===== config.mk =====
export PLATFORM = sky130hd
export DESIGN_NAME = thermal_alert_monitor
export DESIGN_NICKNAME = d
export VERILOG_FILES = /design/src/verilog/thermal_alert_pkg.sv /design/src/verilog/monitor_if.sv /design/src/verilog/thermal_alert_monitor.sv /design/src/verilog/throttle_filter.sv /design/src/verilog/tick_gen.sv
export VERILOG_INCLUDE_DIRS = /design/src /design/src/verilog
export SDC_FILE = /design/constraint.sdc
export NUM_CORES = 1
export LEC_CHECK = 0
export BUFFER_PORTS_ARGS = -buffer_cell sky130_fd_sc_hd__buf_2
export CORE_MARGIN = 5
export CORE_UTILIZATION = 30
export DETAILED_ROUTE_END_ITERATION = 10
export SYNTH_ARGS = -nofsm -noshare
export SYNTH_HDL_FRONTEND = slang
export SYNTH_SLANG_ARGS = --single-unit
export TNS_END_PERCENT = 10

===== constraint.sdc =====
create_clock -name i_clock -period 5.2 [get_ports i_clock]
set_input_delay 0 -clock i_clock [delete_from_list [all_inputs] [get_ports i_clock]]
set_output_delay 0 -clock i_clock [all_outputs]
set_load 0.01 [all_outputs]

===== src/verilog/thermal_alert_cfg.svh =====
`ifndef THERMAL_ALERT_CFG_SVH
`define THERMAL_ALERT_CFG_SVH

// Register offsets (byte addresses)
`define TA_OFS_CUM      8'h00
`define TA_OFS_DUTY     8'h04
`define TA_OFS_PERIOD   8'h08
`define TA_OFS_STATUS   8'h0C
`define TA_OFS_ASSERT   8'h10
`define TA_OFS_LIMIT    8'h14

// Status/control field positions
`define TA_BIT_ON       0
`define TA_BIT_LEVEL    1
`define TA_BIT_AE       2
`define TA_BIT_PE       3
`define TA_BIT_CLEAR    4
`define TA_BIT_FILT     5
`define TA_BIT_FLAG_A   10
`define TA_BIT_FLAG_P   11

// Reset values and saturation limits
`define TA_RST_LIMIT    16'h0000
`define TA_RST_PERIOD   24'h00_0000
`define TA_CNT_MAX      16'hFFFF
`define TA_CUM_MAX      24'hFF_FFFF

// Timing
`define TA_CLK_MHZ      250
`define TA_CLK_HZ       250000000
`define TA_SLOW_HZ      90000
`define TA_UNIT_NS      11100
`define TA_FILT_NS      31
`define TA_SLOW_CYC     (`TA_CLK_HZ / `TA_SLOW_HZ)
`define TA_UNIT_CYC     ((`TA_UNIT_NS * `TA_CLK_MHZ) / 1000)
`define TA_FILT_CYC     ((`TA_FILT_NS * `TA_CLK_MHZ + 999) / 1000)

`endif


===== src/verilog/thermal_alert_pkg.sv =====
`default_nettype none

package thermal_alert_pkg;

  typedef struct packed {
    logic [3:0] stable_cnt;
    logic       clean_n;
  } filt_state_s;

  typedef struct packed {
    logic [11:0] slow_cnt;
    logic [11:0] unit_cnt;
    logic        slow_tick;
    logic        unit_tick;
  } tick_state_s;

  typedef struct packed {
    logic        on;
    logic        ae;
    logic        pe;
    logic        filt;
    logic        flag_a;
    logic        flag_p;
    logic        level;
    logic [15:0] assert_cnt;
    logic [15:0] limit;
    logic [23:0] cum;
    logic [23:0] duty;
    logic [23:0] period;
    logic [23:0] down;
    logic [7:0]  hold;
    logic [31:0] rdata;
  } core_state_s;

endpackage : thermal_alert_pkg

`default_nettype wire


===== src/verilog/monitor_if.sv =====
`timescale 1ns/1ps
`default_nettype none

interface monitor_if;
  logic run;
  logic raw_n;
  logic filt_en;
  logic clean_n;
  logic slow_tick;
  logic unit_tick;

  modport filt (input run, input raw_n, input filt_en, output clean_n);
  modport tick (input run, output slow_tick, output unit_tick);
  modport core (output run, output raw_n, output filt_en,
                input clean_n, input slow_tick, input unit_tick);
endinterface : monitor_if

`default_nettype wire


===== src/verilog/thermal_alert_monitor.sv =====
// Summary of operation
// - Disabled monitor freezes status bits and counters
// - Idle state stops prescalers and filter, keeps registers
// - Level bit mirrors pin, only while enabled
// - Assertion interrupt passes only when enabled
// - Period interrupt passes only when enabled
// - Soft clear write restores core register defaults; level reloads from pin
// - Count at or above limit sets flag
// - Assertion flag clears only once limit unmet
// - Period flag set on countdown end, write-one-clear
// - Optional filter drops glitches below ~31 ns
// - Byte0 read latches upper bytes for narrow reads
// - 16-bit 90 kHz count while pin low
// - Assertion counter saturates at FFFFh
// - Limit hit with enable raises interrupt
// - Zero limit disables comparison
// - Period countdown copies cumulative count, reloads
`timescale 1ns/1ps
`default_nettype none
`include "thermal_alert_cfg.svh"

module thermal_alert_monitor
  import thermal_alert_pkg::*;
(
  // Clock and reset
  input  wire logic        i_clock,
  input  wire logic        i_rst,
  // Throttle pin
  input  wire logic        i_throttle_in_n,
  // Register port
  input  wire logic        i_sel,
  input  wire logic        i_write,
  input  wire logic [7:0]  i_addr,
  input  wire logic [3:0]  i_be,
  input  wire logic [31:0] i_wdata,
  output logic      [31:0] o_rdata,
  // Interrupt
  output logic             o_irq
);

  ////////////////////////////////////////////////////////////////////////////
  // Byte-lane merge for writable registers
  function automatic logic [23:0] merge24(input logic [23:0] old_v,
                                          input logic [31:0] new_v,
                                          input logic [3:0]  be);
    logic [23:0] r;
    r = old_v;
    for (int b = 0; b < 3; b++) begin
      if (be[b]) begin
        r[b*8 +: 8] = new_v[b*8 +: 8];
      end
    end
    return r;
  endfunction : merge24

  ////////////////////////////////////////////////////////////////////////////
  // Sub-blocks
  monitor_if mon ();

  core_state_s q;
  core_state_s d;

  logic wr;
  logic rd;
  logic hit;
  logic wr_stat;
  logic soft_clear;
  logic wr_period;

  assign mon.run     = q.on;
  assign mon.raw_n   = i_throttle_in_n;
  assign mon.filt_en = q.filt;

  throttle_filter u_filter (
    .i_clock (i_clock),
    .i_rst   (i_rst),
    .bus     (mon)
  );

  tick_gen u_tick (
    .i_clock (i_clock),
    .i_rst   (i_rst),
    .bus     (mon)
  );

  ////////////////////////////////////////////////////////////////////////////
  // Decode
  assign wr         = i_sel & i_write;
  assign rd         = i_sel & ~i_write;
  assign wr_stat    = wr && (i_addr == `TA_OFS_STATUS);
  assign wr_period  = wr && (i_addr == `TA_OFS_PERIOD);
  assign soft_clear = wr_stat && i_be[0] && i_wdata[`TA_BIT_CLEAR];
  assign hit        = (q.limit != `TA_RST_LIMIT) && (q.assert_cnt >= q.limit);

  ////////////////////////////////////////////////////////////////////////////
  // Next state
  always_comb begin
    d = q;

    // Register reads; data appears one cycle after the request
    if (rd) begin
      case (i_addr)
        `TA_OFS_CUM:    d.rdata = {8'h00, q.cum};
        `TA_OFS_DUTY:   d.rdata = {8'h00, q.duty};
        `TA_OFS_PERIOD: d.rdata = {8'h00, q.period};
        `TA_OFS_STATUS: begin
          d.rdata                 = 32'h0000_0000;
          d.rdata[`TA_BIT_ON]     = q.on;
          d.rdata[`TA_BIT_LEVEL]  = q.level;
          d.rdata[`TA_BIT_AE]     = q.ae;
          d.rdata[`TA_BIT_PE]     = q.pe;
          d.rdata[`TA_BIT_FILT]   = q.filt;
          d.rdata[`TA_BIT_FLAG_A] = q.flag_a;
          d.rdata[`TA_BIT_FLAG_P] = q.flag_p;
        end
        `TA_OFS_ASSERT: begin
          // Narrow reads of upper bytes see the copy taken at the byte 0 read
          if (i_be == 4'hF || i_be[0]) begin
            d.rdata = {16'h0000, q.assert_cnt};
          end else begin
            d.rdata = {16'h0000, q.hold, 8'h00};
          end
          if (i_be[0]) begin
            d.hold = q.assert_cnt[15:8];
          end
        end
        `TA_OFS_LIMIT:  d.rdata = {16'h0000, q.limit};
        default:        d.rdata = 32'h0000_0000;
      endcase
    end

    // Register writes; flag clears come first so a same-cycle set wins
    if (wr_stat) begin
      if (i_be[0]) begin
        d.on   = i_wdata[`TA_BIT_ON];
        d.ae   = i_wdata[`TA_BIT_AE];
        d.pe   = i_wdata[`TA_BIT_PE];
        d.filt = i_wdata[`TA_BIT_FILT];
      end
      if (i_be[1] && i_wdata[`TA_BIT_FLAG_A] && !hit) begin
        d.flag_a = 1'b0;
      end
      if (i_be[1] && i_wdata[`TA_BIT_FLAG_P]) begin
        d.flag_p = 1'b0;
      end
    end
    if (wr && i_addr == `TA_OFS_LIMIT) begin
      d.limit = 16'(merge24({8'h00, q.limit}, i_wdata, i_be));
    end
    if (wr_period) begin
      d.period = merge24(q.period, i_wdata, i_be);
    end

    // Hardware updates happen only while monitoring
    if (q.on) begin
      d.level = mon.clean_n;
      // Cleared at once, not at the next slow tick, so a released pin never reads stale
      if (mon.clean_n) begin
        d.assert_cnt = 16'h0000;
      end else if (mon.slow_tick) begin
        if (q.assert_cnt != `TA_CNT_MAX) begin
          d.assert_cnt = q.assert_cnt + 16'h0001;
        end
        if (q.cum != `TA_CUM_MAX) begin
          d.cum = q.cum + 24'h00_0001;
        end
      end
      if (hit) begin
        d.flag_a = 1'b1;
      end
      if (mon.unit_tick && q.period != `TA_RST_PERIOD) begin
        if (q.down == 24'h00_0001) begin
          d.duty   = q.cum;
          d.flag_p = 1'b1;
          d.down   = q.period;
        end else if (q.down == 24'h00_0000) begin
          d.down = q.period;
        end else begin
          d.down = q.down - 24'h00_0001;
        end
      end
    end

    // A new period restarts the measurement
    if (wr_period) begin
      d.cum  = 24'h00_0000;
      d.down = 24'h00_0000;
    end

    // Soft clear overrides everything but the read data, which keeps its value; level reloads from the pin
    if (soft_clear) begin
      d       = '0;
      d.level = mon.clean_n;
      d.rdata = q.rdata;
    end
  end

  always_ff @(posedge i_clock or posedge i_rst) begin
    if (i_rst) begin
      q <= '0;
    end else begin
      q <= d;
    end
  end

  ////////////////////////////////////////////////////////////////////////////
  // Outputs
  assign o_rdata = q.rdata;
  assign o_irq   = (q.flag_a & q.ae) | (q.flag_p & q.pe);
endmodule : thermal_alert_monitor

`default_nettype wire


===== src/verilog/throttle_filter.sv =====
`timescale 1ns/1ps
`default_nettype none
`include "thermal_alert_cfg.svh"

module throttle_filter
  import thermal_alert_pkg::*;
(
  // Clock and reset
  input  wire logic   i_clock,
  input  wire logic   i_rst,
  // Monitor carrier
  monitor_if.filt     bus
);

  filt_state_s q;
  filt_state_s d;

  always_comb begin
    d = q;
    // Frozen while idle, which stands in for the gated clock
    if (bus.run) begin
      if (bus.raw_n == q.clean_n) begin
        d.stable_cnt = 4'h0;
      end else if (q.stable_cnt == 4'(`TA_FILT_CYC - 1)) begin
        d.clean_n    = bus.raw_n;
        d.stable_cnt = 4'h0;
      end else begin
        d.stable_cnt = q.stable_cnt + 4'h1;
      end
    end
  end

  always_ff @(posedge i_clock or posedge i_rst) begin
    if (i_rst) begin
      q <= '{stable_cnt: 4'h0, clean_n: 1'b1};
    end else begin
      q <= d;
    end
  end

  // Bypass is combinational so the unfiltered path adds no delay
  assign bus.clean_n = bus.filt_en ? q.clean_n : bus.raw_n;
endmodule : throttle_filter

`default_nettype wire


===== src/verilog/tick_gen.sv =====
`timescale 1ns/1ps
`default_nettype none
`include "thermal_alert_cfg.svh"

module tick_gen
  import thermal_alert_pkg::*;
(
  // Clock and reset
  input  wire logic   i_clock,
  input  wire logic   i_rst,
  // Monitor carrier
  monitor_if.tick     bus
);

  tick_state_s q;
  tick_state_s d;

  always_comb begin
    d           = q;
    d.slow_tick = 1'b0;
    d.unit_tick = 1'b0;
    // Prescalers stop while idle instead of gating the clock itself
    if (bus.run) begin
      if (q.slow_cnt == 12'(`TA_SLOW_CYC - 1)) begin
        d.slow_cnt  = 12'h000;
        d.slow_tick = 1'b1;
      end else begin
        d.slow_cnt = q.slow_cnt + 12'h001;
      end
      if (q.unit_cnt == 12'(`TA_UNIT_CYC - 1)) begin
        d.unit_cnt  = 12'h000;
        d.unit_tick = 1'b1;
      end else begin
        d.unit_cnt = q.unit_cnt + 12'h001;
      end
    end
  end

  always_ff @(posedge i_clock or posedge i_rst) begin
    if (i_rst) begin
      q <= '0;
    end else begin
      q <= d;
    end
  end

  assign bus.slow_tick = q.slow_tick;
  assign bus.unit_tick = q.unit_tick;
endmodule : tick_gen

`default_nettype wire

==> results of run 1 <==
==> state kept, by name, summed over array words and instances, names as in the netlist <==
signal,flops
u_tick.bus.unit_tick,1
u_filter.q,5
q,141
mon.run,1
o_rdata,24
u_tick.q,24
mon.filt_en,1
u_tick.bus.slow_tick,1
==> worst max path at each step <==
stage	from	end	slack, ps	cells after the start
floorplan	i_rst	mon.filt_en	2640	1
global placement	i_addr[2]	q[136]	2240	7
detailed placement	i_addr[2]	q[145]	2200	7
CTS	q[75]	q[88]	2270	6
global route	q[75]	q[102]	2070	6
finish	q[75]	q[88]	2240	6
==> cell usage after synthesis, types with 4 or more instances <==
cell       instances  share of area, %
a31oi_1            5              0.28
mux2_2             7              0.71
nor2_1           110               3.7
ha_1              25               2.8
buf_6              6              0.61
clkbuf_1          27              0.92
nor3_1            28               1.3
a22oi_1           13              0.88
mux2i_1           43               3.9
buf_2             24               1.1
o2bb2ai_1          4              0.32
o21ai_0           89               4.0
buf_4             34               2.3
nand3_1           39               1.8
o31ai_1            6              0.41
or3_1             12              0.68
o211ai_1          10              0.68
a211oi_1           6              0.41
a221oi_1          15               1.2
nor4_1            25               1.4
dfrtp_1          197                45
a21oi_1           60               2.7
and4_1             8              0.63
and2_1             4              0.23
nand4_1           11              0.62
nand2b_1           9              0.51
inv_1             36               1.2
o22ai_1            8              0.45
nand2_1          195               6.6
xor2_1            21               1.7
xnor2_1           29               2.3
and3_1            11              0.62
a21o_1             6              0.41
o21ai_1           12              0.54
a22o_1             9              0.71
==> cells in the final DEF (no fill, tap or decap), types with 4 or more instances in the layout <==
cell type      instances
a31oi_1                4
xnor2_1               29
mux2_2                 7
nand3_1               39
o211ai_1              10
o2bb2ai_1              4
a221oi_1              15
a21o_1                 6
ha_1                  25
a21oi_1               60
nor3_1                28
a22o_1                 9
nor2_1               109
nand2_1              195
clkbuf_16             17
xor2_1                21
o31ai_1                6
conb_1                 8
inv_8                  5
nand2b_1               9
nor4_1                25
inv_1                 35
dlygate4sd3_1         30
buf_4                  8
dfrtp_1              197
or3_1                 12
a22oi_1               13
buf_2                 64
o22ai_1                8
mux2i_1               43
o21ai_0               89
nand4_1               11
and2_1                 4
o21ai_1               12
and3_1                11
and4_1                 8
a211oi_1               6
==> cell type report <==
type / count / area [sq um]
fill: 3737 / 24000
multi-input combinational: 892 / 5430
sequential: 198 / 4960
timing repair buffer: 103 / 701
tap: 468 / 586
clock buffer: 19 / 453
clock inverter: 13 / 161
inverter: 37 / 143
==> cell families (layout without fill, tap and decap cells) <==
logic type / count (synthesis) / count (layout) / share of synthesized area (%)
AND/OR/NAND/NOR: 490 / 490 / 21.7
AO/OA/AOI/OAI: 262 / 262 / 14.8
flip-flops: 198 / 198 / 44.9
buffers and inverters: 131 / 172 / 6.30
multiplexers: 57 / 57 / 5.53
XOR/XNOR: 50 / 50 / 3.97
adder cells (fa/ha/maj): 25 / 25 / 2.83
other: 1 / 8 / 0.0340
==> critical path: stages, from the launching register on <==
cell and delay [ps]:
dfrtp_1 470, nor4_1 490, and4_1 340, a31o_2 460, or3_1 810, nand2_1 140, a21oi_1 160
==> layer usage <==
layer / routed length, um / vias up / share of wire (%) / track usage [%]
met1: 14000 / 4474 / 47 / 20.3
met5: 0 / - / 0 / 0
met2: 14100 / 199 / 47 / 23.6
met3: 1220 / 35 / 4.1 / 2.47
met4: 745 / 0 / 2.5 / 4.64
li1: - / 4306 / - / -
==> power groups by stage <==
| stage | clock [W] | sequential, W | combinational, W |
|---|---|---|---|
| after floorplan | 0 | 0.00163 | 0.000140 |
| after CTS | 0.00140 | 0.00161 | 0.000216 |
| final | 0.00138 | 0.00161 | 0.000212 |
| after global placement | 0 | 0.00164 | 0.000195 |
| after detailed placement | 0 | 0.00164 | 0.000198 |
| after global routing | 0.00147 | 0.00162 | 0.000243 |
==> per-stage QoR <==
| stage | power (W) | cells | util, % | setup WS, ps | cell area (sq um) |
|---|---|---|---|---|---|
| after floorplan | 0.00177 | 1221 | - | 2640 | 11100 |
| after global placement | 0.00184 | 1668 | 31.6 | 2240 | 11500 |
| after detailed placement | 0.00184 | 1668 | 31.6 | 2200 | 11500 |
| after CTS | 0.00323 | 1730 | 34.1 | 2270 | 12400 |
| after global routing | 0.00333 | 1730 | 34.1 | 2070 | 12400 |
| final | 0.00320 | 1730 | 34.1 | 2240 | 12400 |
==> impl_metrics.json, run 1 <==
{
  "outcome": "finished clean",
  "yosysWarnings": 0,
  "io_buffers": 64,
  "hold_path.class": "primary input to register",
  "fp.dieH_um": 202,
  "tightest_slew_ps": 1110,
  "core_sq_mm": 0.0364,
  "min_period_over_period_pct": 57.0,
  "ant_nets": 0,
  "clockRootBuffer": "clkbuf_16",
  "min_to": "o_rdata[16]",
  "critPathMaxFanout": 24,
  "p_sw_share_pct": 26.0,
  "critPathLaunchType": "register",
  "drive_above_1_share_pct": 11.7,
  "finalWeightedCongestion": 0.887,
  "hpwl_um": 21400,
  "slew_viol_final": 0,
  "path_class": "register to register",
  "syn_to_final_growth_pct": 12.5,
  "cts_htree_levels": 4,
  "ys_ff_latch": 198,
  "fmax_mhz": 337,
  "diodes": 0,
  "worstPathRequired_ps": 5560,
  "netlist_area_sq_mm": 0.0110,
  "clockBufferDepth": 2,
  "p_int_w": 0.00237,
  "ys.flop_type": "dfrtp_1",
  "numCtsBuffers": 17,
  "ir_worst_vdd_mv": 0.192,
  "num_rows": 70,
  "drv_cap": 0,
  "arrival_ps": 3320,
  "p_leak_nw": 5.34,
  "clock_latency_ps": 440,
  "synthArstFlopShare_pct": 100,
  "finalSetupViolations": 0,
  "die_area_sq_mm": 0.0408,
  "avgSynthCellArea_sq_um": 9.10,
  "syn_inst": 1214,
  "grt_usage_pct": 14.7,
  "wire_per_inst_um": 17.4,
  "ioPinCount": 82,
  "antenna_found_initial": 0,
  "fin_crit_ps": 2960,
  "vias_per_cell": 5.21,
  "p_clk_share_pct": 43.0,
  "overflow": 0,
  "drt_pass1_iterations": 6,
  "whs_path_depth": 4,
  "regToRegStartpoint": "q[75]",
  "drc": 0,
  "whs_ps": 194,
  "drt_iter0_drc": 711,
  "ys_seq_area_share_pct": 44.9,
  "wirelength_um": 30000,
  "r2r_cells": 6,
  "p_per_area_mw_per_mm2": 258,
  "r2r_end": "q[88]",
  "slew_headroom_pct": 25.6,
  "hold_path_startpoint": "i_addr[6]",
  "num_vias": 9014,
  "final_hold_viol_count": 0,
  "fp.dieW_um": 202,
  "synth_edf_count": 0,
  "p_switching_w": 0.000833,
  "cts_tree": "done",
  "cts_hold_buf": 30,
  "start_util_pct": 30.3,
  "cts_sinks": 198,
  "tns_ps": 0,
  "share_comb_of_total_power_pct": 6.6,
  "yosysUniqueCellTypes": 78,
  "clk_pin_slew_ps": 80,
  "grt_max_degree": 156,
  "r2r_slack_ps": 2240,
  "grt_pass1_wl_um": 48400,
  "fin_nets": 1323,
  "post_cts_buffers": 0,
  "end_kind": "register",
  "grt_pass1_vias": 8522,
  "seqPwrFrac_pct": 50.4,
  "rsz0062_at_grt": "false",
  "post_cts_resized": 0,
  "fin_worst_skew_ps": 10.8
}
Power figures use the tool's default switching activity.
==> inputs of run 2 (changes only) <==
Settings changed: ABC_AREA set to 1.
Clock period 5.2 ns to 2.6 ns, I/O delays scaled along.
==> impl_metrics.json, run 2 <==
{
  "die_area_sq_mm": 0.0446,
  "total_power_w": 0.00630,
  "p_per_area_mw_per_mm2": 453,
  "ioPinCount": 82,
  "io_buffers": 64,
  "finalWeightedCongestion": 0.930,
  "fin_nets": 1870,
  "outcome": "finished clean",
  "synth_edf_count": 0,
  "fp.dieW_um": 211,
  "diodes": 0,
  "drt_iter0_drc": 953,
  "syn_inst": 1724,
  "yosysUniqueCellTypes": 46,
  "drive_above_1_share_pct": 9.67,
  "wire_per_inst_um": 15.8,
  "min_period_over_period_pct": 83.6,
  "r2r_cells": 11,
  "final_cell_mix": "nand2_1 (564), dfrtp_1 (197), nand3_1 (179)",
  "fmax_mhz": 460,
  "post_cts_resized": 0,
  "critPathMaxFanout": 15,
  "largest_register_ff_count": 141,
  "drv_cap": 0,
  "fill_cells": 4265,
  "end_kind": "register",
  "arrival_ps": 2520,
  "clockBufferDepth": 2,
  "synthTopCellsByArea": "dfrtp_1 (41%), nand2_1 (17%), nand3_1 (7.4%)",
  "numCtsBuffers": 17,
  "ys_ff_latch": 198,
  "cts_sinks": 198,
  "wirelength_um": 36800,
  "core_sq_mm": 0.0399,
  "grt_pass1_vias": 11023,
  "clockRootBuffer": "clkbuf_16",
  "fp.dieH_um": 211,
  "ir_worst_vdd_mv": 0.392,
  "vias_per_cell": 4.92,
  "clk_pin_slew_ps": 80,
  "finalSetupViolations": 0,
  "grt_pass1_wl_um": 59700,
  "antenna_found_initial": 2,
  "fin_crit_ps": 2170,
  "tns_ps": 0,
  "cts_tree": "done",
  "synth_top_cell_area_share_pct": 40.6,
  "clock_latency_ps": 460,
  "fin_worst_skew_ps": 15.6,
  "dpl.cell_count": 2266,
  "worstPathRequired_ps": 2940,
  "synthArstFlopShare_pct": 100,
  "path_class": "register to register",
  "start_util_pct": 30.4,
  "hold_path.class": "primary input to register",
  "num_rows": 73,
  "avgSynthCellArea_sq_um": 7.05,
  "rsz0062_at_grt": "false",
  "yosysWarnings": 0,
  "slew_headroom_pct": 27.3,
  "top_register": "q",
  "slew_viol_final": 0,
  "drt_pass1_iterations": 5,
  "cts_htree_levels": 4,
  "whs_path_depth": 5,
  "final_hold_viol_count": 0,
  "overflow": 0,
  "netlist_top_cells_count": "nand2_1 (564), dfrtp_1 (197), nand3_1 (179), inv_1 (170), nor2_1 (148)",
  "synth_top_area_cell": "dfrtp_1",
  "regArea_sq_mm": 0.00496,
  "critPathLaunchType": "register",
  "layout_commonest_cell": "nand2_1",
  "tightest_slew_ps": 1090,
  "p_leak_nw": 7.20,
  "multi_input_area_sq_mm": 0.00606,
  "yosys.cell_count.top_type": "nand2_1",
  "hpwl_um": 27400,
  "syn_to_final_growth_pct": 14.5,
  "drc": 0,
  "num_vias": 11483,
  "fin_cells": 2334,
  "ys_seq_area_share_pct": 40.8,
  "grt_max_degree": 52,
  "netlist_area_sq_mm": 0.0121,
  "grt_usage_pct": 16.7,
  "ant_nets": 0,
  "ys.flop_type": "dfrtp_1"
}
-- run 2: layout make-up --
class                   count  share of cell area [%]
clock buffers              18                    3.09
clock inverters            14                   0.954
inverters                 178                    4.83
multi-input cells        1268                    43.6
flip-flops and latches    198                    35.6
well taps                 525                    4.72
repair buffers            133                    7.20
-- run 2: final timing paths --
| kind | slack (ps) | start | end |
|---|---|---|---|
| worst min register to register | 480 | o_rdata[7] | o_rdata[7] |
| worst max-delay path | 430 | q[112] | q[128] |
| max in group asynchronous | 1500 | i_rst | o_rdata[17] |
| min in group asynchronous | 200 | i_rst | q[76] |
| worst max register to register | 430 | q[112] | q[128] |
| worst min-delay path | 50 | i_write | o_rdata[10] |
-- run 2: through the flow --
| step | hold slack (ps) | cell area, sq um | util (%) | setup slack (ps) |
|---|---|---|---|---|
| finish | 55.0 | 13900 | 34.8 | 425 |
| global route | 76.8 | 13900 | 34.8 | 132 |
| global placement | 156 | 13000 | 32.5 | 428 |
| CTS | 23.8 | 13900 | 34.8 | 340 |
| floorplan | 117 | 12200 | - | 40.5 |
| detailed placement | 161 | 13000 | 32.5 | 372 |
-- run 2: worst max-delay path: stages (launching register included) --
cell and delay (ps):
dfrtp_1 470, ha_1 300, nand2_1 110, nor2_1 170, nand2_1 90, nor2_2 140
nand3_1 120, nand2_2 130, inv_2 130, nor2_4 160, buf_12 150, o21ai_0 90
-- run 2: power by group --
| part | internal, W | switching, W | leakage, nW |
|---|---|---|---|
| Sequential | 0.00314 | 0.0000680 | 2.65 |
| Clock | 0.00127 | 0.00134 | 0.280 |
| Combinational | 0.000177 | 0.000305 | 4.27 |
-- run 2: kinds of logic after synthesis --
logic type,share of synthesized area (%)
simple gates,36.2
xor+xnor,3.10
other cells,0.0309
compound gates,7.78
buf+inv,9.55
flops,40.8
fa+ha+maj,2.57
-- run 2: per-layer routing --
layer / up-vias / wire length, um / GRT usage, %
li1: 5661 / - / -
met1: 5375 / 17400 / 24.1
met2: 391 / 16200 / 25.6
met3: 52 / 2310 / 2.38
met4: 4 / 831 / 5.63
met5: - / 32 / 0
-- run 2: repair_timing --
item | 4_1_cts | 5_1_grt
endpoints found under the hold margin | 75 | 0
hold buffers | 35 | 0
setup buffers | 0 | 1
setup endpoints to repair | 0 | 1
==> inputs of run 3 (changes only) <==
Settings changed: ABC_AREA 1 to 0.
Clock period 2.6 ns to 2.2 ns, I/O delays scaled along.
==> impl_metrics.json, run 3 (synthesis results as in run 1) <==
{
  "fin_cells": 1843,
  "ioPinCount": 82,
  "critPathLaunchType": "register",
  "num_rows": 70,
  "outcome": "finished clean",
  "grt_max_degree": 77,
  "finalSetupViolations": 0,
  "fin_crit_ps": 2140,
  "final_hold_viol_count": 0,
  "hpwl_um": 24200,
  "vias_per_cell": 5.10,
  "end_kind": "register",
  "fill_cells": 3697,
  "ant_nets": 0,
  "clock_latency_ps": 460,
  "fp.dieH_um": 202,
  "whs_ps": 55.9,
  "hold_path.class": "primary input to asynchronous set/reset pin",
  "critPathMaxFanout": 5,
  "wirelength_um": 32400,
  "drt_pass1_iterations": 5,
  "fin_nets": 1437,
  "share_comb_of_total_power_pct": 7.8,
  "drv_cap": 0,
  "crit_path_max_incr_delay_ps": 580,
  "regToRegStartpoint": "q[46]",
  "overflow": 0,
  "clockRootBuffer": "clkbuf_16",
  "slew_viol_final": 0,
  "p_clk_share_pct": 40.9,
  "tightest_slew_ps": 957,
  "path_class": "register to register",
  "core_sq_mm": 0.0364,
  "place_area_sq_mm": 0.0124,
  "fp.dieW_um": 202,
  "largest_register_ff_count": 141,
  "rsz0062_at_grt": "true",
  "p_leak_nw": 5.96,
  "die_area_sq_mm": 0.0408,
  "antenna_found_initial": 0,
  "final_cell_mix": "dfrtp_1 (196), nand2_1 (195), buf_4 (117)",
  "grt_pass1_vias": 9428,
  "num_vias": 9408,
  "io_buffers": 64,
  "grt_pass1_wl_um": 52500,
  "p_int_w": 0.00543,
  "drt_iter0_drc": 543,
  "final_area_sq_mm": 0.0133,
  "seqPwrFrac_pct": 51.3,
  "finalWeightedCongestion": 0.911,
  "pre_cts_slack_ps": -299,
  "arrival_ps": 2480,
  "ir_worst_vdd_mv": 0.395,
  "worstPathRequired_ps": 2530,
  "top_register": "q",
  "path_common_cell": "or4_4",
  "wire_per_inst_um": 17.6,
  "path_cells": "buf_4 > or4_4 > nor2_8 > nand2_2 > or4_4 > o211ai_2 > o21ai_1",
  "clk_pin_slew_ps": 70,
  "p_sw_share_pct": 26.5,
  "drc": 0,
  "total_power_w": 0.00740,
  "p_switching_w": 0.00196,
  "numCtsBuffers": 17,
  "fin_worst_skew_ps": 22.9,
  "slew_headroom_pct": 35.8,
  "min_period_over_period_pct": 97.3,
  "diodes": 0,
  "cts_htree_levels": 4,
  "r2r_slack_ps": 60,
  "fmax_mhz": 467,
  "clockBufferDepth": 2,
  "cts_tree": "done",
  "layout_commonest_cell": "dfrtp_1",
  "fin_ws_ps": 58.5,
  "critPathLaunch": "q[46]",
  "cpMaxStageDelayCell": "or4_4",
  "cts_sinks": 198,
  "p_per_area_mw_per_mm2": 554,
  "syn_to_final_growth_pct": 20.8,
  "drive_above_1_share_pct": 19.5,
  "grt_usage_pct": 16.1,
  "dpl.cell_count": 1782,
  "start_util_pct": 30.3
}
run 3: cell count changes in the layout (fill, tap and decap cells not counted), sizes merged, moves of 21 or more:
cell,before,now
nor4,9,30
xnor2,7,29
mux2i,0,43
nand3,182,40
nand4,43,11
buf,98,189
nand2,575,196
nor2,158,111
a21oi,24,60
o21ai,129,101
inv,184,43
run 3: path summary, 6_finish.rpt:
| path | to | depth (start not counted) |
|---|---|---|
| setup / recovery | q[59] | 7 |
| hold / removal | u_tick.q[20] | 3 |
| setup reg to reg | q[59] | 7 |
| hold reg to reg | o_rdata[19] | 2 |
| max in group asynchronous | q[62] | 4 |
| min in group i_clock | q[170] | 6 |
run 3: timing repair:
item / in CTS / in global routing
setup endpoints to repair: 25 / 43
gates cloned: 1 / 0
hold endpoints to repair: 244 / 0
setup buffers: 0 / 2
pin swaps: 1 / 2
hold buffers: 27 / 0
gates resized for setup: 2 / 9
run 3: power groups by stage:
stage / clock (W) / combinational, W / sequential, W
5_1_grt: 0.00323 / 0.000646 / 0.00380
3_3_place_gp: 0 / 0.000536 / 0.00386
3_5_place_dp: 0 / 0.000542 / 0.00386
4_1_cts: 0.00311 / 0.000582 / 0.00379
6_report: 0.00302 / 0.000578 / 0.00380
2_1_floorplan: 0 / 0.000332 / 0.00384
run 3: worst max-delay path: cells and delay by family (launching register included):
kind / cells / cell delay, ps
AO/OA/AOI/OAI: 2 / 220
flip-flops: 1 / 410
buffers and inverters: 1 / 160
AND/OR/NAND/NOR: 4 / 1250
run 3: stage by stage:
| step | util [%] | setup TNS (ps) |
|---|---|---|
| 6_report | 36.6 | 0 |
| 5_1_grt | 36.6 | -94.2 |
| 4_1_cts | 36.4 | 0 |
| 3_5_place_dp | 34.1 | -6090 |
| 3_3_place_gp | 34.1 | -6170 |
| 2_1_floorplan | - | -70830 |
run 3: layer usage:
metal  share of wire, %  GRT usage [%]
met1                 45           21.2
met5                  0              0
met4                2.8           5.71
met3                4.3           2.87
met2                 48           26.6
run 3: layout make-up:
type                            instances  area (sq um)  area share, %
Timing Repair Buffer                  216          1630           12.2
Sequential cell                       198          4960           37.2
Clock inverter                         13           116          0.872
Tap cell                              468           586           4.39
Inverter                               37           143           1.07
Clock buffer                           18           429           3.22
Multi-Input combinational cell        893          5480           41.1
